## src/include/uart_cfg_map.svh

```systemverilog
// Purpose: offsets, reset values, field positions and codes of the config block
// Assumes: byte-wide registers, word index offsets scaled by stride outside
// Notes: included by bare name
`ifndef UART_CFG_MAP_SVH
`define UART_CFG_MAP_SVH
`define OFS_DIV_LOW 4'h0
`define OFS_DIV_HIGH 4'h1
`define OFS_IDENT 4'h2
`define OFS_LINE_CTRL 4'h3
`define OFS_MODEM_CTRL 4'h4
`define OFS_RESUME_TWO 4'h5
`define OFS_THRESH 4'h6
`define OFS_TRIGGER 4'h7
`define OFS_IRQ_ENABLE 4'h8
`define OFS_FIFO_CTRL 4'h9
`define OFS_SUPP_CFG 4'ha
`define OFS_MODE_SEL 4'hb
`define LCR_ENHANCED_KEY 8'hbf
`define LCR_DIV_ACCESS 7
`define MCR_THRESH_ACCESS 6
`define EFR_AUTO_CTS 7
`define EFR_AUTO_RTS 6
`define EFR_SPECIAL_CHAR 5
`define EFR_ENHANCED_EN 4
`define SCR_TX_GRAN 6
`define SCR_RX_GRAN 7
`define FCR_FIFO_EN 0
`define THRESH_RESET 8'h0f
`define DIV_HIGH_MASK 8'h3f
`define IER_PROTECT_MASK 8'hf0
`define FCR_PROTECT_MASK 8'h30
`define MCR_PROTECT_MASK 8'he0
`define IIR_NONE 8'h01
`define SRC_CODE_LINE 5'h03
`define SRC_CODE_RX_TIMEOUT 5'h06
`define SRC_CODE_RX 5'h02
`define SRC_CODE_TX 5'h01
`define SRC_CODE_SPECIAL 5'h08
`endif

```

## src/include/uart_cfg_pkg.sv

```systemverilog
// Purpose: shared types of the config block
// Assumes: nothing
// Notes: constants live in uart_cfg_map.svh
package uart_cfg_pkg;
  typedef logic [7:0] byte_t;
  typedef logic [5:0] level_t;
  typedef enum logic {MODE_UART, MODE_INFRARED} link_mode_e;
endpackage : uart_cfg_pkg

```

## src/uart_irq_flow_config.sv

```systemverilog
// Purpose: interrupt, flow-control and configuration registers of a UART/IrDA controller
// Assumes: plain register port, read data one cycle after read strobe
// Notes: datapaths outside; events arrive as levels or pulses on the status ports
//
// Contract
// RULE_01 - UART mode: enable bit 1 gates TX holding, bit 0 RX holding and time-out.
// RULE_02 - IrDA modes: eight individual interrupt enables, bit 7 down to bit 0.
// RULE_03 - Software reads mode-definition-two bit 0 after a TX status interrupt.
// RULE_04 - UART identify register read-only; source in 5:1, bits 7:6 copy FIFO enable.
// RULE_05 - Interrupt output active when any interrupt active; pending bit low-true, resets 1.
// RULE_06 - IrDA identify shows one active-high bit per source, resets zero.
// RULE_07 - Offset 2 reads identify unless line control is 0xBF, then enhanced feature.
// RULE_08 - Auto-CTS set: transmitter halts while clear-to-send input is high.
// RULE_09 - Auto-RTS: RTS goes high at halt level, low again at restore level.
// RULE_10 - Special-char detect: match on second XOFF stored and sets identify bit 4.
// RULE_11 - Enhanced enable clear ignores writes to protected INTERRUPT_ENABLE_UART, FIFO_CONTROL_REG, MODEM_CONTROL_REG bits.
// RULE_12 - Bits 3:2 select transmit soft flow, 1:0 receive comparison pairs.
// RULE_13 - Software keeps both XON characters different when soft flow enabled.
// RULE_14 - Two XON registers serve as address registers in IrDA modes, reset zero.
// RULE_15 - Offsets 6 and 7 reach threshold/trigger only with enhanced and MODEM_CONTROL_REG bit 6.
// RULE_16 - Fourteen-bit divisor from low latch and six-bit high latch at 0 and 1.
// RULE_17 - Software writes divisor latches only before enabling sleep mode.
// RULE_18 - Threshold register: restore 7:4 reset 0, halt 3:0 reset 0xF, times four.
// RULE_19 - Software keeps halt threshold above restore threshold with flow control.
// RULE_20 - One DMA request per received byte in DMA mode with flow control.
// RULE_21 - TX trigger from FIFO code, field times four, or six-bit concatenation.
// RULE_22 - RX trigger from FIFO-control 7:6 code when field zero and bit 7 clear.
// RULE_23 - RX trigger field times four, or six-bit concatenation with bit 7 set.
// RULE_24 - Fixed code per source; report highest-priority enabled pending source.
//
// The plain strobed port was left to the implementer.
`timescale 1ns/100ps
`include "uart_cfg_map.svh"
module uart_irq_flow_config
  import uart_cfg_pkg::*;
#(
  parameter int FIFO_DEPTH_BITS = 7
)
(
  // clock, reset, enable
  input wire logic REF_CLK,
  input wire logic RST,
  input wire logic CE,
  // register port
  input wire logic [3:0] ADDR,
  input wire logic [7:0] WDATA,
  input wire logic WR,
  input wire logic RD,
  output logic [7:0] RDATA,
  // interrupt sources, levels
  input wire logic [7:0] IRQ_SOURCES,
  input wire logic RX_TIMEOUT,
  // receive side
  input wire logic RX_CHAR_VALID,
  input wire logic [7:0] RX_CHAR,
  input wire logic [FIFO_DEPTH_BITS-1:0] RX_FIFO_COUNT,
  input wire logic DMA_MODE,
  // modem lines
  input wire logic CTS_N,
  output logic RTS_N,
  output logic TX_ALLOW,
  output logic RX_DMA_REQ,
  output logic IRQ_REQUEST_N,
  // configuration outputs
  output logic [13:0] BAUD_DIVISOR,
  output logic SLEEP_EN,
  output logic [3:0] SOFT_FLOW_SELECT,
  output logic [5:0] TX_TRIGGER_LEVEL,
  output logic [5:0] RX_TRIGGER_LEVEL
);
  byte_t line_control_reg;
  byte_t modem_control_reg;
  byte_t fifo_control_reg;
  byte_t supplementary_config_reg;
  byte_t irq_enable_reg;
  byte_t enhanced_feature_reg;
  byte_t flow_threshold_reg;
  byte_t trigger_level_reg;
  byte_t scratch_reg;
  byte_t divisor_low_reg;
  byte_t divisor_high_latch;
  byte_t resume_one_reg;
  byte_t resume_two_reg;
  byte_t pause_one_reg;
  byte_t pause_two_reg;
  byte_t rdata_reg;
  byte_t rdata_next;
  logic special_char_reg;
  logic rts_high_reg;
  link_mode_e mode_reg;
  logic [4:0] irq_source_code;
  logic irq_pending_n;
  byte_t irda_active;
  byte_t ident_value;
  logic enhanced_key;
  logic enhanced_en;
  logic thresh_access;
  logic [FIFO_DEPTH_BITS+1:0] halt_bytes;
  logic [FIFO_DEPTH_BITS+1:0] restore_bytes;
  logic [FIFO_DEPTH_BITS+1:0] fifo_count_wide;

  function automatic logic hit(input logic [3:0] a, input logic [3:0] ofs);
    hit = (a == ofs);
  endfunction : hit

  function automatic byte_t guarded(input byte_t old, input byte_t nw, input byte_t mask,
                                    input logic en);
    guarded = en ? nw : ((old & mask) | (nw & ~mask));
  endfunction : guarded

  assign enhanced_key = (line_control_reg == `LCR_ENHANCED_KEY);
  assign enhanced_en = enhanced_feature_reg[`EFR_ENHANCED_EN];
  assign thresh_access = enhanced_en && modem_control_reg[`MCR_THRESH_ACCESS]; // RULE_15

  // line control, modem control, fifo control, supplementary config, mode
  always_ff @(posedge REF_CLK)
  begin
    if (RST)
    begin
      line_control_reg <= 8'h00;
      modem_control_reg <= 8'h00;
      fifo_control_reg <= 8'h00;
      supplementary_config_reg <= 8'h00;
      mode_reg <= MODE_UART;
    end
    else if (CE && WR)
    begin
      if (hit(ADDR, `OFS_LINE_CTRL))
      begin
        line_control_reg <= WDATA;
      end
      if (hit(ADDR, `OFS_MODEM_CTRL) && !enhanced_key)
      begin
        modem_control_reg <= guarded(modem_control_reg, WDATA, `MCR_PROTECT_MASK,
                                     enhanced_en); // RULE_11
      end
      if (hit(ADDR, `OFS_FIFO_CTRL))
      begin
        fifo_control_reg <= guarded(fifo_control_reg, WDATA, `FCR_PROTECT_MASK,
                                    enhanced_en); // RULE_11
      end
      if (hit(ADDR, `OFS_SUPP_CFG))
      begin
        supplementary_config_reg <= WDATA;
      end
      if (hit(ADDR, `OFS_MODE_SEL))
      begin
        mode_reg <= WDATA[0] ? MODE_INFRARED : MODE_UART;
      end
    end
  end

  // interrupt enable and enhanced feature
  always_ff @(posedge REF_CLK)
  begin
    if (RST)
    begin
      irq_enable_reg <= 8'h00; // RULE_01
      enhanced_feature_reg <= 8'h00;
    end
    else if (CE && WR)
    begin
      if (hit(ADDR, `OFS_IRQ_ENABLE))
      begin
        irq_enable_reg <= guarded(irq_enable_reg, WDATA, `IER_PROTECT_MASK,
                                  enhanced_en || (mode_reg == MODE_INFRARED)); // RULE_11
      end
      if (hit(ADDR, `OFS_IDENT) && enhanced_key)
      begin
        enhanced_feature_reg <= WDATA; // RULE_07
      end
    end
  end

  // divisor latches
  always_ff @(posedge REF_CLK)
  begin
    if (RST)
    begin
      divisor_low_reg <= 8'h00;
      divisor_high_latch <= 8'h00;
    end
    else if (CE && WR && line_control_reg[`LCR_DIV_ACCESS])
    begin
      if (hit(ADDR, `OFS_DIV_LOW))
      begin
        divisor_low_reg <= WDATA; // RULE_16
      end
      if (hit(ADDR, `OFS_DIV_HIGH))
      begin
        divisor_high_latch <= WDATA & `DIV_HIGH_MASK; // RULE_16
      end
    end
  end

  // characters, addresses, thresholds, scratch
  always_ff @(posedge REF_CLK)
  begin
    if (RST)
    begin
      resume_one_reg <= 8'h00; // RULE_14
      resume_two_reg <= 8'h00;
      pause_one_reg <= 8'h00;
      pause_two_reg <= 8'h00;
      flow_threshold_reg <= `THRESH_RESET; // RULE_18
      trigger_level_reg <= 8'h00;
      scratch_reg <= 8'h00;
    end
    else if (CE && WR)
    begin
      if (enhanced_key && hit(ADDR, `OFS_MODEM_CTRL))
      begin
        resume_one_reg <= WDATA;
      end
      if (enhanced_key && hit(ADDR, `OFS_RESUME_TWO))
      begin
        resume_two_reg <= WDATA;
      end
      if (hit(ADDR, `OFS_THRESH))
      begin
        if (thresh_access)
        begin
          flow_threshold_reg <= WDATA; // RULE_15
        end
        else if (enhanced_key)
        begin
          pause_one_reg <= WDATA;
        end
      end
      if (hit(ADDR, `OFS_TRIGGER))
      begin
        if (thresh_access)
        begin
          trigger_level_reg <= WDATA;
        end
        else if (enhanced_key)
        begin
          pause_two_reg <= WDATA;
        end
        else
        begin
          scratch_reg <= WDATA;
        end
      end
    end
  end

  // special character flag: set wins over the read that clears it
  always_ff @(posedge REF_CLK)
  begin
    if (RST)
    begin
      special_char_reg <= 1'b0;
    end
    else if (CE)
    begin
      if (RX_CHAR_VALID && enhanced_feature_reg[`EFR_SPECIAL_CHAR] &&
          RX_CHAR == pause_two_reg && mode_reg == MODE_UART)
      begin
        special_char_reg <= 1'b1; // RULE_10
      end
      else if (RD && hit(ADDR, `OFS_IDENT) && !enhanced_key)
      begin
        special_char_reg <= 1'b0;
      end
    end
  end

  // auto-RTS hysteresis on receive FIFO fill
  assign halt_bytes = (FIFO_DEPTH_BITS+2)'({flow_threshold_reg[3:0], 2'b00}); // RULE_18
  assign restore_bytes = (FIFO_DEPTH_BITS+2)'({flow_threshold_reg[7:4], 2'b00});
  assign fifo_count_wide = (FIFO_DEPTH_BITS+2)'(RX_FIFO_COUNT);
  always_ff @(posedge REF_CLK)
  begin
    if (RST)
    begin
      rts_high_reg <= 1'b0;
    end
    else if (CE)
    begin
      if (!enhanced_feature_reg[`EFR_AUTO_RTS])
      begin
        rts_high_reg <= 1'b0;
      end
      else if (fifo_count_wide >= halt_bytes)
      begin
        rts_high_reg <= 1'b1; // RULE_09
      end
      else if (fifo_count_wide <= restore_bytes)
      begin
        rts_high_reg <= 1'b0; // RULE_09
      end
    end
  end

  // interrupt priority, uart mode
  always_comb
  begin
    irq_source_code = 5'h00;
    irq_pending_n = 1'b1;
    if (IRQ_SOURCES[6] && irq_enable_reg[2])
    begin
      irq_source_code = `SRC_CODE_LINE; // RULE_24
      irq_pending_n = 1'b0;
    end
    else if (RX_TIMEOUT && irq_enable_reg[0])
    begin
      irq_source_code = `SRC_CODE_RX_TIMEOUT; // RULE_01
      irq_pending_n = 1'b0;
    end
    else if (IRQ_SOURCES[0] && irq_enable_reg[0])
    begin
      irq_source_code = `SRC_CODE_RX; // RULE_01
      irq_pending_n = 1'b0;
    end
    else if (IRQ_SOURCES[1] && irq_enable_reg[1])
    begin
      irq_source_code = `SRC_CODE_TX; // RULE_01
      irq_pending_n = 1'b0;
    end
    else if (special_char_reg && irq_enable_reg[5])
    begin
      irq_source_code = `SRC_CODE_SPECIAL; // RULE_10
      irq_pending_n = 1'b0;
    end
  end

  assign irda_active = IRQ_SOURCES & irq_enable_reg; // RULE_02 RULE_06

  always_comb
  begin
    if (mode_reg == MODE_INFRARED)
    begin
      ident_value = irda_active; // RULE_06
    end
    else
    begin
      ident_value = {{2{fifo_control_reg[`FCR_FIFO_EN]}}, irq_source_code,
                     irq_pending_n}; // RULE_04
    end
  end

  // read mux
  always_comb
  begin
    rdata_next = 8'h00;
    unique case (ADDR)
      `OFS_DIV_LOW: rdata_next = line_control_reg[`LCR_DIV_ACCESS] ? divisor_low_reg : 8'h00;
      `OFS_DIV_HIGH: rdata_next = line_control_reg[`LCR_DIV_ACCESS] ? divisor_high_latch
                                                                    : 8'h00;
      `OFS_IDENT: rdata_next = enhanced_key ? enhanced_feature_reg : ident_value; // RULE_07
      `OFS_LINE_CTRL: rdata_next = line_control_reg;
      `OFS_MODEM_CTRL: rdata_next = enhanced_key ? resume_one_reg : modem_control_reg;
      `OFS_RESUME_TWO: rdata_next = enhanced_key ? resume_two_reg : 8'h00;
      `OFS_THRESH: rdata_next = thresh_access ? flow_threshold_reg
                              : (enhanced_key ? pause_one_reg : 8'h00);
      `OFS_TRIGGER: rdata_next = thresh_access ? trigger_level_reg
                               : (enhanced_key ? pause_two_reg : scratch_reg); // RULE_15
      `OFS_IRQ_ENABLE: rdata_next = irq_enable_reg;
      `OFS_FIFO_CTRL: rdata_next = fifo_control_reg;
      `OFS_SUPP_CFG: rdata_next = supplementary_config_reg;
      `OFS_MODE_SEL: rdata_next = {7'h00, mode_reg == MODE_INFRARED};
      default: rdata_next = 8'h00;
    endcase
  end

  always_ff @(posedge REF_CLK)
  begin
    if (RST)
    begin
      rdata_reg <= 8'h00;
    end
    else if (CE)
    begin
      rdata_reg <= RD ? rdata_next : 8'h00;
    end
  end

  // trigger level selection
  uart_trigger_select #(
    .CODE0(6'd8),
    .CODE1(6'd16),
    .CODE2(6'd32),
    .CODE3(6'd56)
  ) tx_trigger (
    .fine_sel(supplementary_config_reg[`SCR_TX_GRAN]),
    .level_field(trigger_level_reg[3:0]),
    .coarse_code(fifo_control_reg[5:4]),
    .level(TX_TRIGGER_LEVEL)
  ); // RULE_21

  uart_trigger_select #(
    .CODE0(6'd8),
    .CODE1(6'd16),
    .CODE2(6'd56),
    .CODE3(6'd60)
  ) rx_trigger (
    .fine_sel(supplementary_config_reg[`SCR_RX_GRAN]),
    .level_field(trigger_level_reg[7:4]),
    .coarse_code(fifo_control_reg[7:6]),
    .level(RX_TRIGGER_LEVEL)
  ); // RULE_22 RULE_23

  assign RDATA = rdata_reg;
  assign IRQ_REQUEST_N = (mode_reg == MODE_INFRARED) ? (irda_active == 8'h00)
                                                      : irq_pending_n; // RULE_05
  assign RTS_N = enhanced_feature_reg[`EFR_AUTO_RTS] ? rts_high_reg
                                                     : ~modem_control_reg[1];
  assign TX_ALLOW = !(enhanced_feature_reg[`EFR_AUTO_CTS] && CTS_N); // RULE_08
  assign RX_DMA_REQ = DMA_MODE && RX_CHAR_VALID; // RULE_20
  assign BAUD_DIVISOR = {divisor_high_latch[5:0], divisor_low_reg}; // RULE_16
  assign SLEEP_EN = irq_enable_reg[4];
  assign SOFT_FLOW_SELECT = enhanced_feature_reg[3:0]; // RULE_12
endmodule : uart_irq_flow_config

```

## src/uart_trigger_select.sv

```systemverilog
// Purpose: picks one FIFO trigger level from fine field, coarse code and granularity
// Assumes: coarse code table is a parameter set per direction
// Notes: a zero fine field without fine granularity falls back to the coarse code table
`timescale 1ns/100ps
module uart_trigger_select
  import uart_cfg_pkg::*;
#(
  parameter logic [5:0] CODE0 = 6'd8,
  parameter logic [5:0] CODE1 = 6'd16,
  parameter logic [5:0] CODE2 = 6'd32,
  parameter logic [5:0] CODE3 = 6'd56
)
(
  // selection inputs
  input wire logic fine_sel,
  input wire logic [3:0] level_field,
  input wire logic [1:0] coarse_code,
  // result
  output level_t level
);
  always_comb
  begin
    if (fine_sel)
    begin
      level = {level_field, coarse_code};
    end
    else if (level_field != 4'h0)
    begin
      level = {level_field, 2'b00};
    end
    else
    begin
      unique case (coarse_code)
        2'b00: level = CODE0;
        2'b01: level = CODE1;
        2'b10: level = CODE2;
        2'b11: level = CODE3;
      endcase
    end
  end
endmodule : uart_trigger_select
```

## config.mk

```make
export PLATFORM = sky130hd
export DESIGN_NAME = uart_irq_flow_config
export DESIGN_NICKNAME = d
export VERILOG_FILES = /design/src/include/uart_cfg_pkg.sv /design/src/uart_irq_flow_config.sv /design/src/uart_trigger_select.sv
export VERILOG_INCLUDE_DIRS = /design/src /design/src/include
export SDC_FILE = /design/constraint.sdc
export NUM_CORES = 1
export LEC_CHECK = 0
export BUFFER_PORTS_ARGS = -buffer_cell sky130_fd_sc_hd__buf_4
export CAP_MARGIN = 5
export CORE_ASPECT_RATIO = 0.7
export CORE_MARGIN = 5
export CORE_UTILIZATION = 30
export CTS_BUF_LIST = sky130_fd_sc_hd__clkbuf_4
export CTS_CLUSTER_SIZE = 20
export DETAILED_ROUTE_END_ITERATION = 8
export HOLD_SLACK_MARGIN = 0.02
export PLACE_DENSITY = 0.55
export SYNTH_ARGS = -nofsm -noshare
export SYNTH_HDL_FRONTEND = slang
export SYNTH_SLANG_ARGS = --single-unit
```

## constraint.sdc

```tcl
create_clock -name REF_CLK -period 2.1 [get_ports REF_CLK]
set_input_delay 0.315 -clock REF_CLK [delete_from_list [all_inputs] [get_ports REF_CLK]]
set_output_delay 0.315 -clock REF_CLK [all_outputs]
set_load 0.02 [all_outputs]
```

; ---- After elaboration in Yosys (flattened, before gate mapping)
; Cells that the tools add are included.
[classes]
order_cmp = 2
n_mux = 39
n_reduce_logical = 47
bitwise_logic = 8
n_eq_ne = 20
[ops]
columns = op, count
row1 = $mux 8, 13
row2 = $pmux 8 s12, 1
row3 = $pmux 6 s4, 2
row4 = $mux 6, 5
row5 = $reduce_and 2->1, 13
row6 = $mux 4, 5
row7 = $logic_and 1x1->1, 19
row8 = $eq 4x3->1 const B, 4
row9 = $eq 4x4->1 const B, 4
row10 = $mux 1, 13
row11 = $reduce_and 4->1, 3
row12 = $and 8x8->8, 1
row13 = $eq 2x2->1 const B, 4
row14 = $eq 4x2->1 const B, 2
row15 = $eq 8x8->1, 1
row16 = $eq 8x8->1 const B, 1
row17 = $logic_not 8->1, 1
row18 = $or 6x8->8, 1
row19 = $or 8x4->8, 1
row20 = $or 8x5->8, 1
row21 = $reduce_bool 4->1, 2
row22 = $ge 7x6->1, 1
row23 = $le 7x6->1, 1
row24 = $reduce_and 3->1, 2
row25 = other kinds (9), 15
[totals]
reg_bits = 129
output_inout_bits = 43

; ---- Logic depth before layout (Yosys ltp)
[depth]
word_depth = 10
depth_mapped = 8

; ---- Modules after synthesis
; A second synthesis with hierarchy kept.
[unflattened]
hier_cells = 785
hier_area_um2 = 6672.6
[by_module_without_submodules]
columns = mod, cells_per_inst, instances, area_each_um2
row1 = uart_irq_flow_config, 754, 1, 6443.7
row2 = uart_trigger_select (tx_trigger), 18, 1, 138.9
row3 = uart_trigger_select (rx_trigger), 13, 1, 90.1

; ---- Worst setup path after synthesis
; Ideal clock, no wire load.
[synth_path]
kind = register to register
start = register line_control_reg[7]
end = register rdata_reg[1] (netlist: RDATA[1])
required_time_ns = 1.980
arrival_time_ns = 1.756
path_buffers = 1
slack_ns = 0.225
path_stages_with_launch = 8
path_cell_list = dfxtp_1 > nand4_1 > or4b_1 > buf_4 > and3_1 > a21oi_2 > o22ai_1 > o31a_1
[synth_between]
elab_chain_len = 5
elab_cells_between_ends = 12
[synth_rtl]
columns = item, line_no
row1 = "start, declared", uart_irq_flow_config.sv:71  ; byte_t line_control_reg;
row2 = "start signal, assigned", uart_irq_flow_config.sv:120  ; line_control_reg <= 8'h00;
row3 = "start signal, assigned", uart_irq_flow_config.sv:130  ; line_control_reg <= WDATA;
row4 = $eq 8x8->1 (no line), --
row5 = $mux 8 (on tied branches), "uart_irq_flow_config.sv:358, uart_irq_flow_config.sv:356"
row6 = $mux 8 (on tied branches), "uart_irq_flow_config.sv:357, uart_irq_flow_config.sv:355"
row7 = $pmux 8 s12 (*), uart_irq_flow_config.sv:347  ; unique case (ADDR)
row8 = $mux 8 (*), uart_irq_flow_config.sv:375  ; rdata_reg <= RD ? rdata_next : 8'h00;
row9 = "end signal, assigned", uart_irq_flow_config.sv:375
row10 = "end, declared", uart_irq_flow_config.sv:86  ; byte_t rdata_reg;
; Mark *: on every way between the ends. The rest lies on a longest branch, timed or not.
; A chain may end at the register's enable or synchronous reset.

; ---- Worst setup path after layout
[layout_path]
start = register trigger_level_reg[5]
end = output port RX_TRIGGER_LEVEL[4]
[layout_between]
elab_chain_len = 3
[layout_rtl]
columns = item, line_no
row1 = "start, declared", uart_irq_flow_config.sv:78  ; byte_t trigger_level_reg;
row2 = "start signal, assigned", uart_irq_flow_config.sv:206  ; trigger_level_reg <= 8'h00;
row3 = "start signal, assigned", uart_irq_flow_config.sv:234  ; trigger_level_reg <= WDATA;
row4 = $reduce_bool 4->1, uart_trigger_select.sv:27  ; else if (level_field != 4'h0)
row5 = $mux 6, uart_trigger_select.sv:27
row6 = $mux 6, uart_trigger_select.sv:23  ; if (fine_sel)
row7 = "end, declared", uart_irq_flow_config.sv:69  ; output logic [5:0] RX_TRIGGER_LEVEL
; No other way between the ends.

==> key figures <==
STA
  – Slew Limit Headroom: between 50% and 60%
  – Peak Freq: 0.4668 GHz
  – Unrepaired setup endpoints after global routing: yes
  – Worst hold margin: 0.07001 ns
  – Clk_skew: 0.03054 ns
  – Final hold violations: 0
  – Setup WS post-layout: -0.04228 ns
  – Endpoints failing setup: 5
  – Final Max Slew Viols: 0
  – Fin crit share: 102.0%
  – Tmin final: 2.142 ns
  – Worst slew pin tran: just over 0.6 ns

Power and ir drop
  – Pleak: about 3.3 nW
  – VDD IR max: 0.0004014 V
  – Pwr Density: between 500 and 600 mW/mm^2

Synth
  – Yosys top cell area share: roughly 40%
  – Syn Area/Cell: between 8 and 9 sq um
  – Synth Flop Type: dfxtp_1
  – Synth top cells by count: dfxtp_1, nor2_1, mux2i_1
  – Most frequent cell after synthesis: dfxtp_1
  – Synth warn: 0
  – Sequential-to-total area share from yosys stat: 38.97%
  – Post-synth top area cell: dfxtp_1
  – Post-synth EDFFs: 0
  – Post-Syn Instances: 786
  – Flops & latches, synth: between 100 and 150
  – Distinct cell type count after synthesis: 64
  – Syn_nets: approximately 840
  – Synth top area cells: dfxtp_1, mux2i_1, nor2_1
  – Fraction of registers with async set/reset: 0%
  – Mapped cell area: 0.006626 sq mm

Setup path
  – FF-to-FF path depth: 7
  – Worst Setup End Kind: output port
  – Startpoint types: flip-flop
  – Slowest CP cell: or4_4
  – CP required: roughly 1.8 ns
  – Cell Chain, Critical Path: or4_4 > nor2_4 > o21ai_1 > nand2b_1 > buf_6
  – CP Class: reg2out
  – Crit-path max cell delay: ~0.5 ns
  – WP data arrival: between 1.5 and 2 ns
  – CP Max Fanout: 4

Clock tree
  – Root buf cell: clkbuf_4
  – Num CTS Buffers: 17
  – Clock Tree Buf Depth: 2
  – Reg clk slew, reported paths: ~0.14 ns
  – H-tree depth: 4
  – Worst skew pair latency: 0.56 ns
  – Sink Count: 129
  – CTS tree: built

Route
  – Wirelength, routed: 25,130 microns
  – WL met1: about 12,000 microns
  – WL/cell: ~21 microns
  – Top Layer Used: met4
  – First-pass detailed-route iteration total: 8
  – Antenna-violating nets left: 0
  – DR vias: around 6,400
  – Vias per Instance: ~5.3
  – Residual DRC: 0
  – Initial DRC count: approximately 740
  – WL met2: about 10,000 microns
  – DR WL met3: between 2000 and 2500 microns

Placement
  – I/O Buffers: 86
  – Final Wtd Congestion: ~0.98
  – Post-DP HPWL: approximately 18,000 microns
  – Placed Area: approximately 0.0078 sq mm

GRT
  – First-pass GRT wire length: approximately 37,000 microns
  – Vias in the first global route: 6,042
  – Largest net degree at the start of global routing: 60
  – Total GRT Usage: about a fifth
  – Initial antenna violation count: 0
  – Gr ovfl total: 0

Floorplanning
  – Starting Density: 30.49%
  – Row Count: 45
  – Die area: about 0.025 sq mm
  – Die Y-Extent: ~130 microns
  – Die outline width: roughly 190 microns
  – Boundary pin count: 87
  – Core area: roughly 0.022 sq mm

Status
  – Violated checks: setup timing
  – Status: complete, but fails checks

Layout
  – # fillers: between 2,000 and 2,500
  – Synthesis-to-layout area growth: 28.27%
  – Layout cells sized above 1: 25.87%
  – # diodes: 0
  – Final instance area: between 0.008 and 0.009 sq mm
  – # nets final: a little under 1,000

Hold path
  – Worst min path class: in2reg
  – Worst Hold Depth: 4

Flow run
  – Max_cap viols: 0
-- power by group --
group,total [mW],internal (mW),switching [mW]
registers,2.45,2.45,0.00518
clock network,2.07,1.05,1.02
logic,0.378,0.130,0.249
total,4.90,3.63,1.27
-- placed cells by master, fill, tap and decap left out, types with 5 or more instances in the layout --
cell | netlist | final
buf_4 | 6 | 142
clkbuf_4 | 0 | 17
nor2b_1 | 11 | 11
dfxtp_1 | 129 | 115
a31oi_1 | 5 | 5
mux2i_1 | 102 | 100
and2_1 | 8 | 8
o21ai_0 | 18 | 17
buf_6 | 2 | 6
nor3_1 | 6 | 6
inv_1 | 12 | 12
nand2b_1 | 7 | 7
buf_12 | 0 | 6
ha_1 | 12 | 12
o211ai_1 | 8 | 8
a21oi_1 | 59 | 57
a22oi_1 | 13 | 13
bufinv_16 | 0 | 5
nand2_1 | 87 | 85
xor2_1 | 6 | 6
nand4_1 | 7 | 7
o22ai_1 | 6 | 6
dfxtp_2 | 0 | 10
nor2_1 | 113 | 112
nand3_1 | 45 | 45
-- final timing paths --
| kind | start | endpoint | slack, ns |
|---|---|---|---|
| setup / recovery | trigger_level_reg[5] | RX_TRIGGER_LEVEL[4] | -0.04 |
| hold / removal | RX_CHAR[3] | special_char_reg | 0.07 |
| setup reg to reg | line_control_reg[0] | RDATA[2] | 0 |
| hold reg to reg | scratch_reg[4] | scratch_reg[4] | 0.47 |
-- cells by family after synthesis --
kind of cell               count (synthesis)  synth area share, %
adders and majority gates                 12                2.266
xor gates and xnor gates                   8                1.057
muxes                                    106                16.09
buffers and inverters                     67                4.588
DFF                                      129                38.97
and+or+nand+nor                          315                22.45
AOI/OAI and AO/OA                        149                14.58
-- layout make-up --
type                       instances  area, sq um  share of cell area [%]
clock buffer                      17        127.6                   1.502
clock inverter                    15        215.2                   2.532
inverter                          12        45.04                  0.5300
multi-input combinational        590         3835                   45.12
sequential                       129         2610                   30.71
tap                              282        352.8                   4.151
timing repair buffer             157         1314                   15.46
-- through the flow --
| step | instances | util (%) | TNS [ns] | worst slack, ns | power (mW) |
|---|---|---|---|---|---|
| detailed placement | 1152 | 36.11 | 0 | 0.03957 | 2.879 |
| global placement | 1152 | 36.11 | 0 | 0.06078 | 2.879 |
| finish | 1202 | 39.11 | -0.1023 | -0.04228 | 4.903 |
| floorplan | 786 | - | 0 | 0.2247 | 2.684 |
| CTS | 1186 | 37.99 | -0.3394 | -0.1029 | 4.942 |
| global route | 1202 | 39.11 | -0.8592 | -0.1401 | 5.082 |
-- metal layers --
layer / global-route usage (%) / vias to the layer above
met5: 0 / -
met4: 3.341 / 0
met3: 4.813 / 23
met2: 27.72 / 282
met1: 29.39 / 3076
li1: - / 3019
-- worst max-delay path, delay by kind of cell (launching register included) --
kind / cells / cell delay [ns]
buf+inv: 1 / 0.12
flops: 1 / 0.38
simple gates: 3 / 0.71
compound gates: 1 / 0.07
-- timing repair --
| item | CTS | global route |
|---|---|---|
| cloned | 0 | 2 |
| setup endpoints to repair | 7 | 22 |
| resized for setup | 17 | 26 |
| buffers inserted | 1 | 14 |
| endpoints found under the hold margin | 6 | 0 |
| hold buffers | 1 | 0 |
| pin swaps | 4 | 11 |
Power figures use the tool's default switching activity.
